**src/common/ccr_pkg.sv**
```systemverilog
package ccr_pkg;

  // ----------------------------------------------------------------
  // Register indices (byte address is four times the index)
  // ----------------------------------------------------------------
  localparam logic [3:0] IDX_FLAGS      = 4'h0;
  localparam logic [3:0] IDX_SP         = 4'h2;
  localparam logic [3:0] IDX_CLK_MODE   = 4'h3;
  localparam logic [3:0] IDX_IRQ_EN     = 4'h4;
  localparam logic [3:0] IDX_IRQ_REQ    = 4'h5;
  localparam logic [3:0] IDX_TIMER_MODE = 4'h6;
  localparam logic [3:0] IDX_AUX_CTRL   = 4'h7;
  localparam logic [3:0] IDX_COUNT_LO   = 4'h8;
  localparam logic [3:0] IDX_COUNT_HI   = 4'h9;

  // ----------------------------------------------------------------
  // Reset values and fixed bit patterns
  // ----------------------------------------------------------------
  localparam logic [3:0]  RST_FLAGS      = 4'h0;
  localparam logic [7:0]  FLAGS_RSVD     = 8'hf0;
  localparam logic [7:0]  RST_SP         = 8'h00;
  localparam logic [7:0]  RST_CLK_MODE   = 8'hf6;
  localparam logic [7:0]  RST_IRQ_EN     = 8'h00;
  localparam logic [7:0]  RST_IRQ_REQ    = 8'h00;
  localparam logic [7:0]  IRQ_USED       = 8'h55;
  localparam logic [7:0]  RST_TIMER_MODE = 8'h00;
  localparam logic [7:0]  RST_AUX_CTRL   = 8'h01;
  localparam logic [15:0] RESTART_ADDR   = 16'h0000;

  // ----------------------------------------------------------------
  // Field positions
  // ----------------------------------------------------------------
  localparam int CLK_FAST_EN  = 4;
  localparam int CLK_TYPE     = 3;
  localparam int CLK_SLOW_EN  = 2;
  localparam int CLK_WDOG_EN  = 1;
  localparam int CLK_PIN_SEL  = 0;
  localparam int IRQ_SECOND   = 6;
  localparam int IRQ_CMP      = 4;
  localparam int IRQ_WIDE     = 2;
  localparam int IRQ_EXT      = 0;
  localparam int AUX_DIGIN_EN = 0;
  localparam int AUX_T_EDGE   = 4;

  // ----------------------------------------------------------------
  // Wide timer source codes and prescale limits
  // ----------------------------------------------------------------
  localparam logic [2:0] TSRC_OFF  = 3'h0;
  localparam logic [2:0] TSRC_SYS  = 3'h1;
  localparam logic [2:0] TSRC_PIN2 = 3'h3;
  localparam logic [2:0] TSRC_FAST = 3'h4;
  localparam logic [2:0] TSRC_SLOW = 3'h6;
  localparam logic [2:0] TSRC_EXT  = 3'h7;
  localparam logic [5:0] PRE_DIV1  = 6'h00;
  localparam logic [5:0] PRE_DIV4  = 6'h03;
  localparam logic [5:0] PRE_DIV16 = 6'h0f;
  localparam logic [5:0] PRE_DIV64 = 6'h3f;

  // ----------------------------------------------------------------
  // Types
  // ----------------------------------------------------------------
  typedef enum logic [1:0] {
    ALU_ADD   = 2'h0,
    ALU_SUB   = 2'h1,
    ALU_LOGIC = 2'h2,
    ALU_SHIFT = 2'h3
  } ccr_alu_op_t;

  typedef struct packed {
    logic        valid;
    ccr_alu_op_t op;
    logic [7:0]  a;
    logic [7:0]  b;
    logic [7:0]  res;
    logic        shift_c;
  } ccr_alu_t;

  typedef enum logic [1:0] {
    CAUSE_POWER_ON    = 2'h0,
    CAUSE_LOW_VOLTAGE = 2'h1,
    CAUSE_EXT_PIN     = 2'h2,
    CAUSE_WATCHDOG    = 2'h3
  } ccr_cause_t;

  typedef enum logic [1:0] {
    BUS_IDLE = 2'b01,
    BUS_ANS  = 2'b10
  } ccr_bus_t;

  typedef struct packed {
    logic       fast_osc_en;
    logic       slow_osc_en;
    logic       watchdog_en;
    logic       reset_pin_sel;
    logic       src_slow;
    logic       reserved;
    logic [6:0] divide;
  } ccr_clk_t;

  typedef struct packed {
    ccr_bus_t    bus;
    logic [7:0]  rdata;
    logic [3:0]  flags;
    logic [7:0]  sp;
    logic [7:0]  clk_mode;
    logic [7:0]  irq_en;
    logic [7:0]  irq_req;
    logic [7:0]  timer_mode;
    logic [7:0]  aux_ctrl;
    logic [15:0] count;
    logic [5:0]  pre;
    logic        sel_bit_q;
    logic        ext_pin_q;
    logic        cnt_pin_q;
    logic        started;
    logic        retain;
  } ccr_state_t;

endpackage

```
**src/core/ccr_bank.sv**
```systemverilog
// How it works
// [RQ1] Any reset loads defaults and pulses a restart at address 0x00.
// [RQ2] Reset from external pin or watchdog flags data memory as retained.
// [RQ3] Status bits 7 to 4 always read as ones.
// [RQ4] Status bit 3 sets on signed overflow of add or subtract.
// [RQ5] Status bit 2 sets on low-nibble carry or borrow.
// [RQ6] Status bit 1 takes add carry, subtract borrow, or shift carry.
// [RQ7] Status bit 0 is set when the result is zero, else cleared; shift ops leave it unchanged.
// [RQ8] Stack pointer is read/write; software keeps bit 0 at zero.
// [RQ9] Type 0 clock codes: fast/4, fast/2, slow/4, slow undivided.
// [RQ10] Type 1 clock codes: fast/16, fast/8, slow/16, fast/32, fast/64.
// [RQ11] Clock-mode bit 4 enables fast oscillator, reset enabled.
// [RQ12] Clock-mode bit 2 enables slow oscillator; clearing stops watchdog.
// [RQ13] Clock-mode bit 1 enables watchdog, reset enabled.
// [RQ14] Clock-mode bit 0 selects port pin (0) or reset input (1).
// [RQ15] Interrupt enable bits 6, 4, 2, 0 gate the four sources.
// [RQ16] Request bits set by hardware, held until software clears them.
// [RQ17] Timer source field picks off, sys, pin falls, fast, slow.
// [RQ18] Timer prescaler divides by 1, 4, 16 or 64.
// [RQ19] Timer event comes from counter bit 8 plus select code.
// [RQ20] Edge select picks rising (0) or falling (1) counter-bit edge.
// [RQ21] External pin requests only while its digital input is enabled.
// [RQ22] Counter counts prescaled ticks and holds when source is off.
//
// Our own choice: the Avalon-MM interface to the registers.
module ccr_bank (
  // Clock and reset
  input  wire logic                 core_clk,
  input  wire logic                 nrst,
  // Avalon-MM slave
  input  wire logic [5:0]           avs_address,
  input  wire logic                 avs_read,
  input  wire logic                 avs_write,
  input  wire logic [31:0]          avs_writedata,
  input  wire logic [3:0]           avs_byteenable,
  output logic      [31:0]          avs_readdata,
  output logic                      avs_waitrequest,
  // Processor core
  input  wire ccr_pkg::ccr_alu_t    alu,
  input  wire ccr_pkg::ccr_cause_t  reset_cause,
  output logic      [7:0]           arith_flags,
  output logic      [7:0]           stack_pointer,
  output logic      [7:0]           irq_active,
  output logic                      restart,
  output logic      [15:0]          restart_addr,
  output logic                      mem_retain,
  // Clock and pin control
  output ccr_pkg::ccr_clk_t         clk_ctrl,
  // Event sources
  input  wire logic                 fast_osc_tick,
  input  wire logic                 slow_osc_tick,
  input  wire logic                 external_irq_pin,
  input  wire logic                 second_count_pin,
  input  wire logic                 second_timer_evt,
  input  wire logic                 comparator_evt,
  output logic      [15:0]          wide_timer_count
);
  import ccr_pkg::*;

  ccr_state_t s;
  ccr_state_t next_s;

  logic [3:0]  idx;
  logic        req;
  logic        wr_ok;
  logic [7:0]  wbyte;
  logic [7:0]  rd_mux;
  logic [3:0]  alu_flags;
  logic        tick_src;
  logic [5:0]  pre_limit;
  logic        tick;
  logic        sel_bit;
  logic        wide_evt;
  logic        ext_evt;
  logic [8:0]  sum9;
  logic [8:0]  dif9;
  logic [4:0]  nib_sum;

  assign idx   = avs_address[5:2];
  assign req   = avs_read | avs_write;
  assign wbyte = avs_writedata[7:0];

  // ----------------------------------------------------------------
  // Read multiplexer
  // ----------------------------------------------------------------
  always_comb begin
    case (idx)
      IDX_FLAGS:      rd_mux = FLAGS_RSVD | {4'h0, s.flags}; // [RQ3]
      IDX_SP:         rd_mux = s.sp; // [RQ8]
      IDX_CLK_MODE:   rd_mux = s.clk_mode;
      IDX_IRQ_EN:     rd_mux = s.irq_en;
      IDX_IRQ_REQ:    rd_mux = s.irq_req;
      IDX_TIMER_MODE: rd_mux = s.timer_mode;
      IDX_AUX_CTRL:   rd_mux = s.aux_ctrl;
      IDX_COUNT_LO:   rd_mux = s.count[7:0];
      IDX_COUNT_HI:   rd_mux = s.count[15:8];
      default:        rd_mux = 8'h00;
    endcase
  end

  // ----------------------------------------------------------------
  // Arithmetic flags
  // ----------------------------------------------------------------
  assign sum9    = {1'b0, alu.a} + {1'b0, alu.b};
  assign dif9    = {1'b0, alu.a} - {1'b0, alu.b};
  assign nib_sum = {1'b0, alu.a[3:0]} + {1'b0, alu.b[3:0]};

  always_comb begin
    alu_flags = s.flags;
    case (alu.op)
      ALU_ADD: begin
        alu_flags[3] = (alu.a[7] == alu.b[7]) & (sum9[7] != alu.a[7]); // [RQ4]
        alu_flags[2] = nib_sum[4]; // [RQ5]
        alu_flags[1] = sum9[8]; // [RQ6]
        alu_flags[0] = (sum9[7:0] == 8'h00); // [RQ7]
      end
      ALU_SUB: begin
        alu_flags[3] = (alu.a[7] != alu.b[7]) & (dif9[7] != alu.a[7]); // [RQ4]
        alu_flags[2] = (alu.a[3:0] < alu.b[3:0]); // [RQ5]
        alu_flags[1] = dif9[8]; // [RQ6]
        alu_flags[0] = (dif9[7:0] == 8'h00); // [RQ7]
      end
      ALU_LOGIC: begin
        alu_flags[0] = (alu.res == 8'h00); // [RQ7]
      end
      ALU_SHIFT: begin
        alu_flags[1] = alu.shift_c; // [RQ6]
      end
      default: begin
        alu_flags = s.flags;
      end
    endcase
  end

  // ----------------------------------------------------------------
  // Clock mode decode
  // ----------------------------------------------------------------
  always_comb begin
    clk_ctrl               = '0;
    clk_ctrl.fast_osc_en   = s.clk_mode[CLK_FAST_EN]; // [RQ11]
    clk_ctrl.slow_osc_en   = s.clk_mode[CLK_SLOW_EN]; // [RQ12]
    clk_ctrl.watchdog_en   = s.clk_mode[CLK_WDOG_EN] & s.clk_mode[CLK_SLOW_EN]; // [RQ12] [RQ13]
    clk_ctrl.reset_pin_sel = s.clk_mode[CLK_PIN_SEL]; // [RQ14]
    clk_ctrl.divide        = 7'h01;
    if (!s.clk_mode[CLK_TYPE]) begin
      case (s.clk_mode[7:5]) // [RQ9]
        3'h0:    clk_ctrl.divide = 7'h04;
        3'h1:    clk_ctrl.divide = 7'h02;
        3'h6: begin
          clk_ctrl.src_slow = 1'b1;
          clk_ctrl.divide   = 7'h04;
        end
        3'h7:    clk_ctrl.src_slow = 1'b1;
        default: clk_ctrl.reserved = 1'b1;
      endcase
    end else begin
      case (s.clk_mode[7:5]) // [RQ10]
        3'h0:    clk_ctrl.divide = 7'h10;
        3'h1:    clk_ctrl.divide = 7'h08;
        3'h2: begin
          clk_ctrl.src_slow = 1'b1;
          clk_ctrl.divide   = 7'h10;
        end
        3'h3:    clk_ctrl.divide = 7'h20;
        3'h4:    clk_ctrl.divide = 7'h40;
        default: clk_ctrl.reserved = 1'b1;
      endcase
    end
  end

  // ----------------------------------------------------------------
  // Wide timer source, prescaler and event
  // ----------------------------------------------------------------
  always_comb begin
    case (s.timer_mode[7:5]) // [RQ17]
      TSRC_SYS:  tick_src = 1'b1;
      TSRC_PIN2: tick_src = s.cnt_pin_q & ~second_count_pin;
      TSRC_FAST: tick_src = fast_osc_tick & s.clk_mode[CLK_FAST_EN];
      TSRC_SLOW: tick_src = slow_osc_tick & s.clk_mode[CLK_SLOW_EN];
      TSRC_EXT:  tick_src = s.ext_pin_q & ~external_irq_pin;
      default:   tick_src = 1'b0;
    endcase
    case (s.timer_mode[4:3]) // [RQ18]
      2'h0:    pre_limit = PRE_DIV1;
      2'h1:    pre_limit = PRE_DIV4;
      2'h2:    pre_limit = PRE_DIV16;
      default: pre_limit = PRE_DIV64;
    endcase
  end

  // A stale count above a newly lowered limit ticks at once instead of wrapping
  assign tick     = tick_src & (s.pre >= pre_limit); // [RQ18]
  assign sel_bit  = s.count[4'h8 + {1'b0, s.timer_mode[2:0]}]; // [RQ19]
  assign wide_evt = s.aux_ctrl[AUX_T_EDGE] ? (s.sel_bit_q & ~sel_bit)
                                           : (~s.sel_bit_q & sel_bit); // [RQ20]
  // Any edge of the external pin, gated by its digital input enable
  assign ext_evt  = s.aux_ctrl[AUX_DIGIN_EN] & (s.ext_pin_q != external_irq_pin); // [RQ21]

  // ----------------------------------------------------------------
  // Next state
  // ----------------------------------------------------------------
  always_comb begin
    next_s           = s;
    next_s.ext_pin_q = external_irq_pin;
    next_s.cnt_pin_q = second_count_pin;
    next_s.sel_bit_q = sel_bit;
    next_s.started   = 1'b1;

    // Cause caught in the first cycle after release
    if (!s.started) begin
      next_s.retain = (reset_cause == CAUSE_EXT_PIN) |
                      (reset_cause == CAUSE_WATCHDOG); // [RQ2]
    end

    // Prescaler and counter
    if (tick_src) begin
      next_s.pre = tick ? 6'h00 : s.pre + 6'h01; // [RQ18]
    end
    if (tick) begin
      next_s.count = s.count + 16'h0001; // [RQ22]
    end

    // Bus handshake: one wait cycle, then answer
    wr_ok = 1'b0;
    case (s.bus)
      BUS_IDLE: begin
        if (req) begin
          next_s.bus   = BUS_ANS;
          next_s.rdata = avs_read ? rd_mux : 8'h00;
        end
      end
      BUS_ANS: begin
        next_s.bus = BUS_IDLE;
        wr_ok      = avs_write & avs_byteenable[0];
      end
      default: begin
        next_s.bus = BUS_IDLE;
      end
    endcase

    if (wr_ok) begin
      case (idx)
        IDX_FLAGS:      next_s.flags      = wbyte[3:0];
        IDX_SP:         next_s.sp         = wbyte; // [RQ8]
        IDX_CLK_MODE:   next_s.clk_mode   = wbyte;
        IDX_IRQ_EN:     next_s.irq_en     = wbyte & IRQ_USED; // [RQ15]
        IDX_IRQ_REQ:    next_s.irq_req    = wbyte & IRQ_USED;
        IDX_TIMER_MODE: next_s.timer_mode = wbyte;
        IDX_AUX_CTRL:   next_s.aux_ctrl   = wbyte;
        default:        next_s.flags      = s.flags;
      endcase
    end

    // Hardware updates win over a software write in the same cycle
    if (alu.valid) begin
      next_s.flags = alu_flags;
    end
    next_s.irq_req[IRQ_SECOND] = next_s.irq_req[IRQ_SECOND] | second_timer_evt; // [RQ16]
    next_s.irq_req[IRQ_CMP]    = next_s.irq_req[IRQ_CMP] | comparator_evt; // [RQ16]
    next_s.irq_req[IRQ_WIDE]   = next_s.irq_req[IRQ_WIDE] | wide_evt; // [RQ16]
    next_s.irq_req[IRQ_EXT]    = next_s.irq_req[IRQ_EXT] | ext_evt; // [RQ16]
  end

  // ----------------------------------------------------------------
  // State register
  // ----------------------------------------------------------------
  always_ff @(posedge core_clk or negedge nrst) begin
    if (!nrst) begin
      s            <= '0; // [RQ1]
      s.bus        <= BUS_IDLE;
      s.flags      <= RST_FLAGS;
      s.sp         <= RST_SP;
      s.clk_mode   <= RST_CLK_MODE; // [RQ11] [RQ12] [RQ13] [RQ14]
      s.irq_en     <= RST_IRQ_EN;
      s.irq_req    <= RST_IRQ_REQ;
      s.timer_mode <= RST_TIMER_MODE;
      s.aux_ctrl   <= RST_AUX_CTRL;
    end else begin
      s <= next_s;
    end
  end

  // ----------------------------------------------------------------
  // Outputs
  // ----------------------------------------------------------------
  assign avs_waitrequest  = req & (s.bus != BUS_ANS);
  assign avs_readdata     = {24'h000000, s.rdata};
  assign arith_flags      = FLAGS_RSVD | {4'h0, s.flags}; // [RQ3]
  assign stack_pointer    = s.sp;
  assign irq_active       = s.irq_req & s.irq_en; // [RQ15]
  assign restart          = ~s.started; // [RQ1]
  assign restart_addr     = RESTART_ADDR; // [RQ1]
  assign mem_retain       = s.retain;
  assign wide_timer_count = s.count;

endmodule // ccr_bank

```
**config.mk**
```make
export PLATFORM = sky130hd
export DESIGN_NAME = ccr_bank
export DESIGN_NICKNAME = d
export VERILOG_FILES = /design/src/common/ccr_pkg.sv /design/src/core/ccr_bank.sv
export SDC_FILE = /design/constraint.sdc
export NUM_CORES = 1
export LEC_CHECK = 0
export BUFFER_PORTS_ARGS = -buffer_cell sky130_fd_sc_hd__buf_2
export CAP_MARGIN = 20
export CORE_ASPECT_RATIO = 0.9
export CORE_MARGIN = 3
export CORE_UTILIZATION = 44
export DETAILED_ROUTE_END_ITERATION = 7
export GPL_TIMING_DRIVEN = 0
export PLACE_DENSITY = 0.79
export SETUP_SLACK_MARGIN = 0.15
export SYNTH_ARGS = -nofsm -noshare
export SYNTH_HDL_FRONTEND = slang
export SYNTH_SLANG_ARGS = --single-unit
export TNS_END_PERCENT = 100
```
**constraint.sdc**
```tcl
create_clock -name core_clk -period 2.7 [get_ports core_clk]
set_input_delay 0.27 -clock core_clk [delete_from_list [all_inputs] [get_ports core_clk]]
set_output_delay 0.27 -clock core_clk [all_outputs]
set_load 0.03 [all_outputs]
```
==> reports/qor.yml <==
synth.top_cells.by_area: "dfrtp_1 31%, buf_4 11%, mux2_2 7.6%"
ys_async_sr_fraction_pct: 100
clock-root-buffer: "clkbuf_16"
drt_pre_antenna_iters: 5
power_mw: 4.29
ff2ff_path_depth: 9
worstSkewPairLatency_ps: 340
min_path_cells: 1
worst_pin_slew_ps: 809
core_area_sq_mm: 0.0129
grt_max_degree: 53
multi_input_area_sq_mm: 0.00323
irDropWorstVdd_v: 0.000337
areaGrowthSynthToFinish_pct: 22.4
postRouteAntennaNets: 0
fin_skew_ps: 6.49
antenna_found_initial: 1
synth_seq_cells: 81
grt_pass1_vias: 4650
fin_crit_sh_pct: 92.4
slew_headroom_pct: 45.7
endpoint_kind: "flip-flop"
rows: 39
cts_tree: "done"
final_area_sq_mm: 0.00727
clockBufferDepth: 2
routed_wl_um: 15600
final_layout_size_suffix_gt1_share_pct: 36.0
fin_util_pct: 56.2
critical_path_class: "reg -> reg"
dieWidth_um: 128
die_area_sq_mm: 0.0149
rsz0062_at_grt: "no"
ys_warn_count: 0
power.density_mw_per_mm2: 590
worstPathRequired_ps: 2910
netlist_instances: 631
yosysMostFrequentCell: "buf_4"
globalplace.congestion: 0.972
avgSynthCellArea_sq_um: 9.42
hold_viol: 0
ctsHtreeMaxLevel: 3
vias_per_cell: 5.25
netlist_top_cells_count: "88 x buf_4, 73 x dfrtp_1, 40 x mux2_2"
grt_pass1_wl_um: 24100
start_kind: "flip-flop"
route.detailed.drc: 0
start_util_pct: 46.0
fin_crit_ps: 2490
grt_use_total_pct: 20.4
clk_pin_slew_ps: 60
numPortBuffers: 105
cts_buffers: 9
syn_area_sq_mm: 0.00594
hpwlAfterDp_um: 12000
dieHeight_um: 116
regArea_sq_mm: 0.00204
cp_max_fo: 5
synth_cell_type_count: 71
place_area_sq_mm: 0.00688
clock_sinks: 81
p_leak_nw: 3.74
finalSetupViolCount: 0
nFillCells: 1138
wl_per_cell_um: 16.1
final_nets: 914
hold_class: "in -> reg"
synth-edff-count: 0
yosysTopAreaCellShare_pct: 30.7
fin_ws_ps: 206
max_freq_mhz: 401
synth_ff_type: "dfrtp_1"
pre_cts_slack_ps: 67.1
ys_seq_area_share_pct: 34.3
report.final.slew_viol_count: 0
run_status: "complete, no violations"
drt_iter0_markers: 416
tns_ps: 0
io_pins: 186
cap_violations: 0
crit_arrival_ps: 2700
yosysTopAreaCell: "dfrtp_1"
vias: 5095
grt_overflow: 0
-- stage by stage --
| stage | instances | hold slack [ps] |
|---|---|---|
| after floorplan | 678 | -25.6 |
| after global placement | 947 | 391 |
| after detailed placement | 948 | 229 |
| after CTS | 968 | 47.9 |
| after global routing | 971 | 44.5 |
| final | 971 | 51.4 |
-- area by class of cell --
class                           count  area share [%]
Buffer                            111            10.5
Inverter                           28            1.45
Clock buffer                       14            3.77
Tap cell                          164            2.82
Sequential cell                    81            28.0
Antenna cell                        1          0.0344
Multi-Input combinational cell    458            44.4
Timing Repair Buffer              112            8.54
Clock inverter                      2           0.482
-- layer usage --
metal	vias up	part of all wire, %	track usage (%)	wire (um)
li1	2447	-	-	-
met1	2383	45	28.9	7050
met2	238	44	31.5	6910
met3	27	8.4	4.62	1310
met4	0	2.0	5.95	318
met5	-	0	0	0
-- placed cells by master, fill, tap and decap left out, drive strengths merged, types with 6 or more instances in the layout --
master and n:
nand2 38, nor2b 19, nand2b 11, clkbuf 28, conb 49, xor2 17, ha 29, a22oi 8
o21ai 25, mux2 41, mux2i 8, nor2 35, inv 28, dfstp 8, xnor2 6, buf 208
nand3 18, nor4 8, and2 9, dfrtp 73, a21oi 20, a22o 10, nor3 18
-- where the power goes --
group	leakage, nW	internal [mW]	switching (mW)	total (mW)
logic	2.56	0.645	0.850	1.50
registers	1.02	1.39	0.155	1.54
clock network	0.153	0.791	0.460	1.25
-- registers in the layout, indices dropped and copies added, names as in the netlist --
signal,flops
mem_retain,1
wide_timer_count,16
s,41
stack_pointer,8
avs_readdata,8
clk_ctrl,3
arith_flags,4
-- worst max-delay path: stages, from the launching register on --
cell and delay [ps]:
dfrtp_1 390, or2_4 260, ha_1 260, nand2b_4 130, a2111o_1 370, a311oi_2 350
or2_4 240, clkbuf_16 150, nor4_1 50, xor2_1 140
-- worst paths after layout --
| check | start | to | slack (ps) |
|---|---|---|---|
| max | s[39] | wide_timer_count[15] | 210 |
| min | second_count_pin | s[2] | 50 |
| max reg2reg | s[39] | wide_timer_count[15] | 210 |
| min reg2reg | mem_retain | mem_retain | 500 |
| max in group asynchronous | nrst | s[60] | 1650 |
| min in group asynchronous | nrst | mem_retain | 420 |
-- cell families after synthesis --
logic type | Yosys count | synth area share (%)
other | 2 | 0.126
adders and majority gates | 31 | 6.78
DFF | 81 | 34.3
AOI/OAI and AO/OA | 118 | 14.0
and+or+nand+nor | 185 | 16.5
xor gates and xnor gates | 23 | 3.39
buffers and inverters | 139 | 14.6
muxes | 52 | 10.3
-- what timing repair did --
action / in CTS / in global routing
hold buffers: 1 / 0
setup buffers: 3 / 1
pin swaps: 2 / 3
setup endpoints to repair: 17 / 14
gates resized for setup: 1 / 4
hold endpoints to repair: 25 / 0
gates cloned: 0 / 1
No activity file was read; power rests on OpenSTA's default activity.
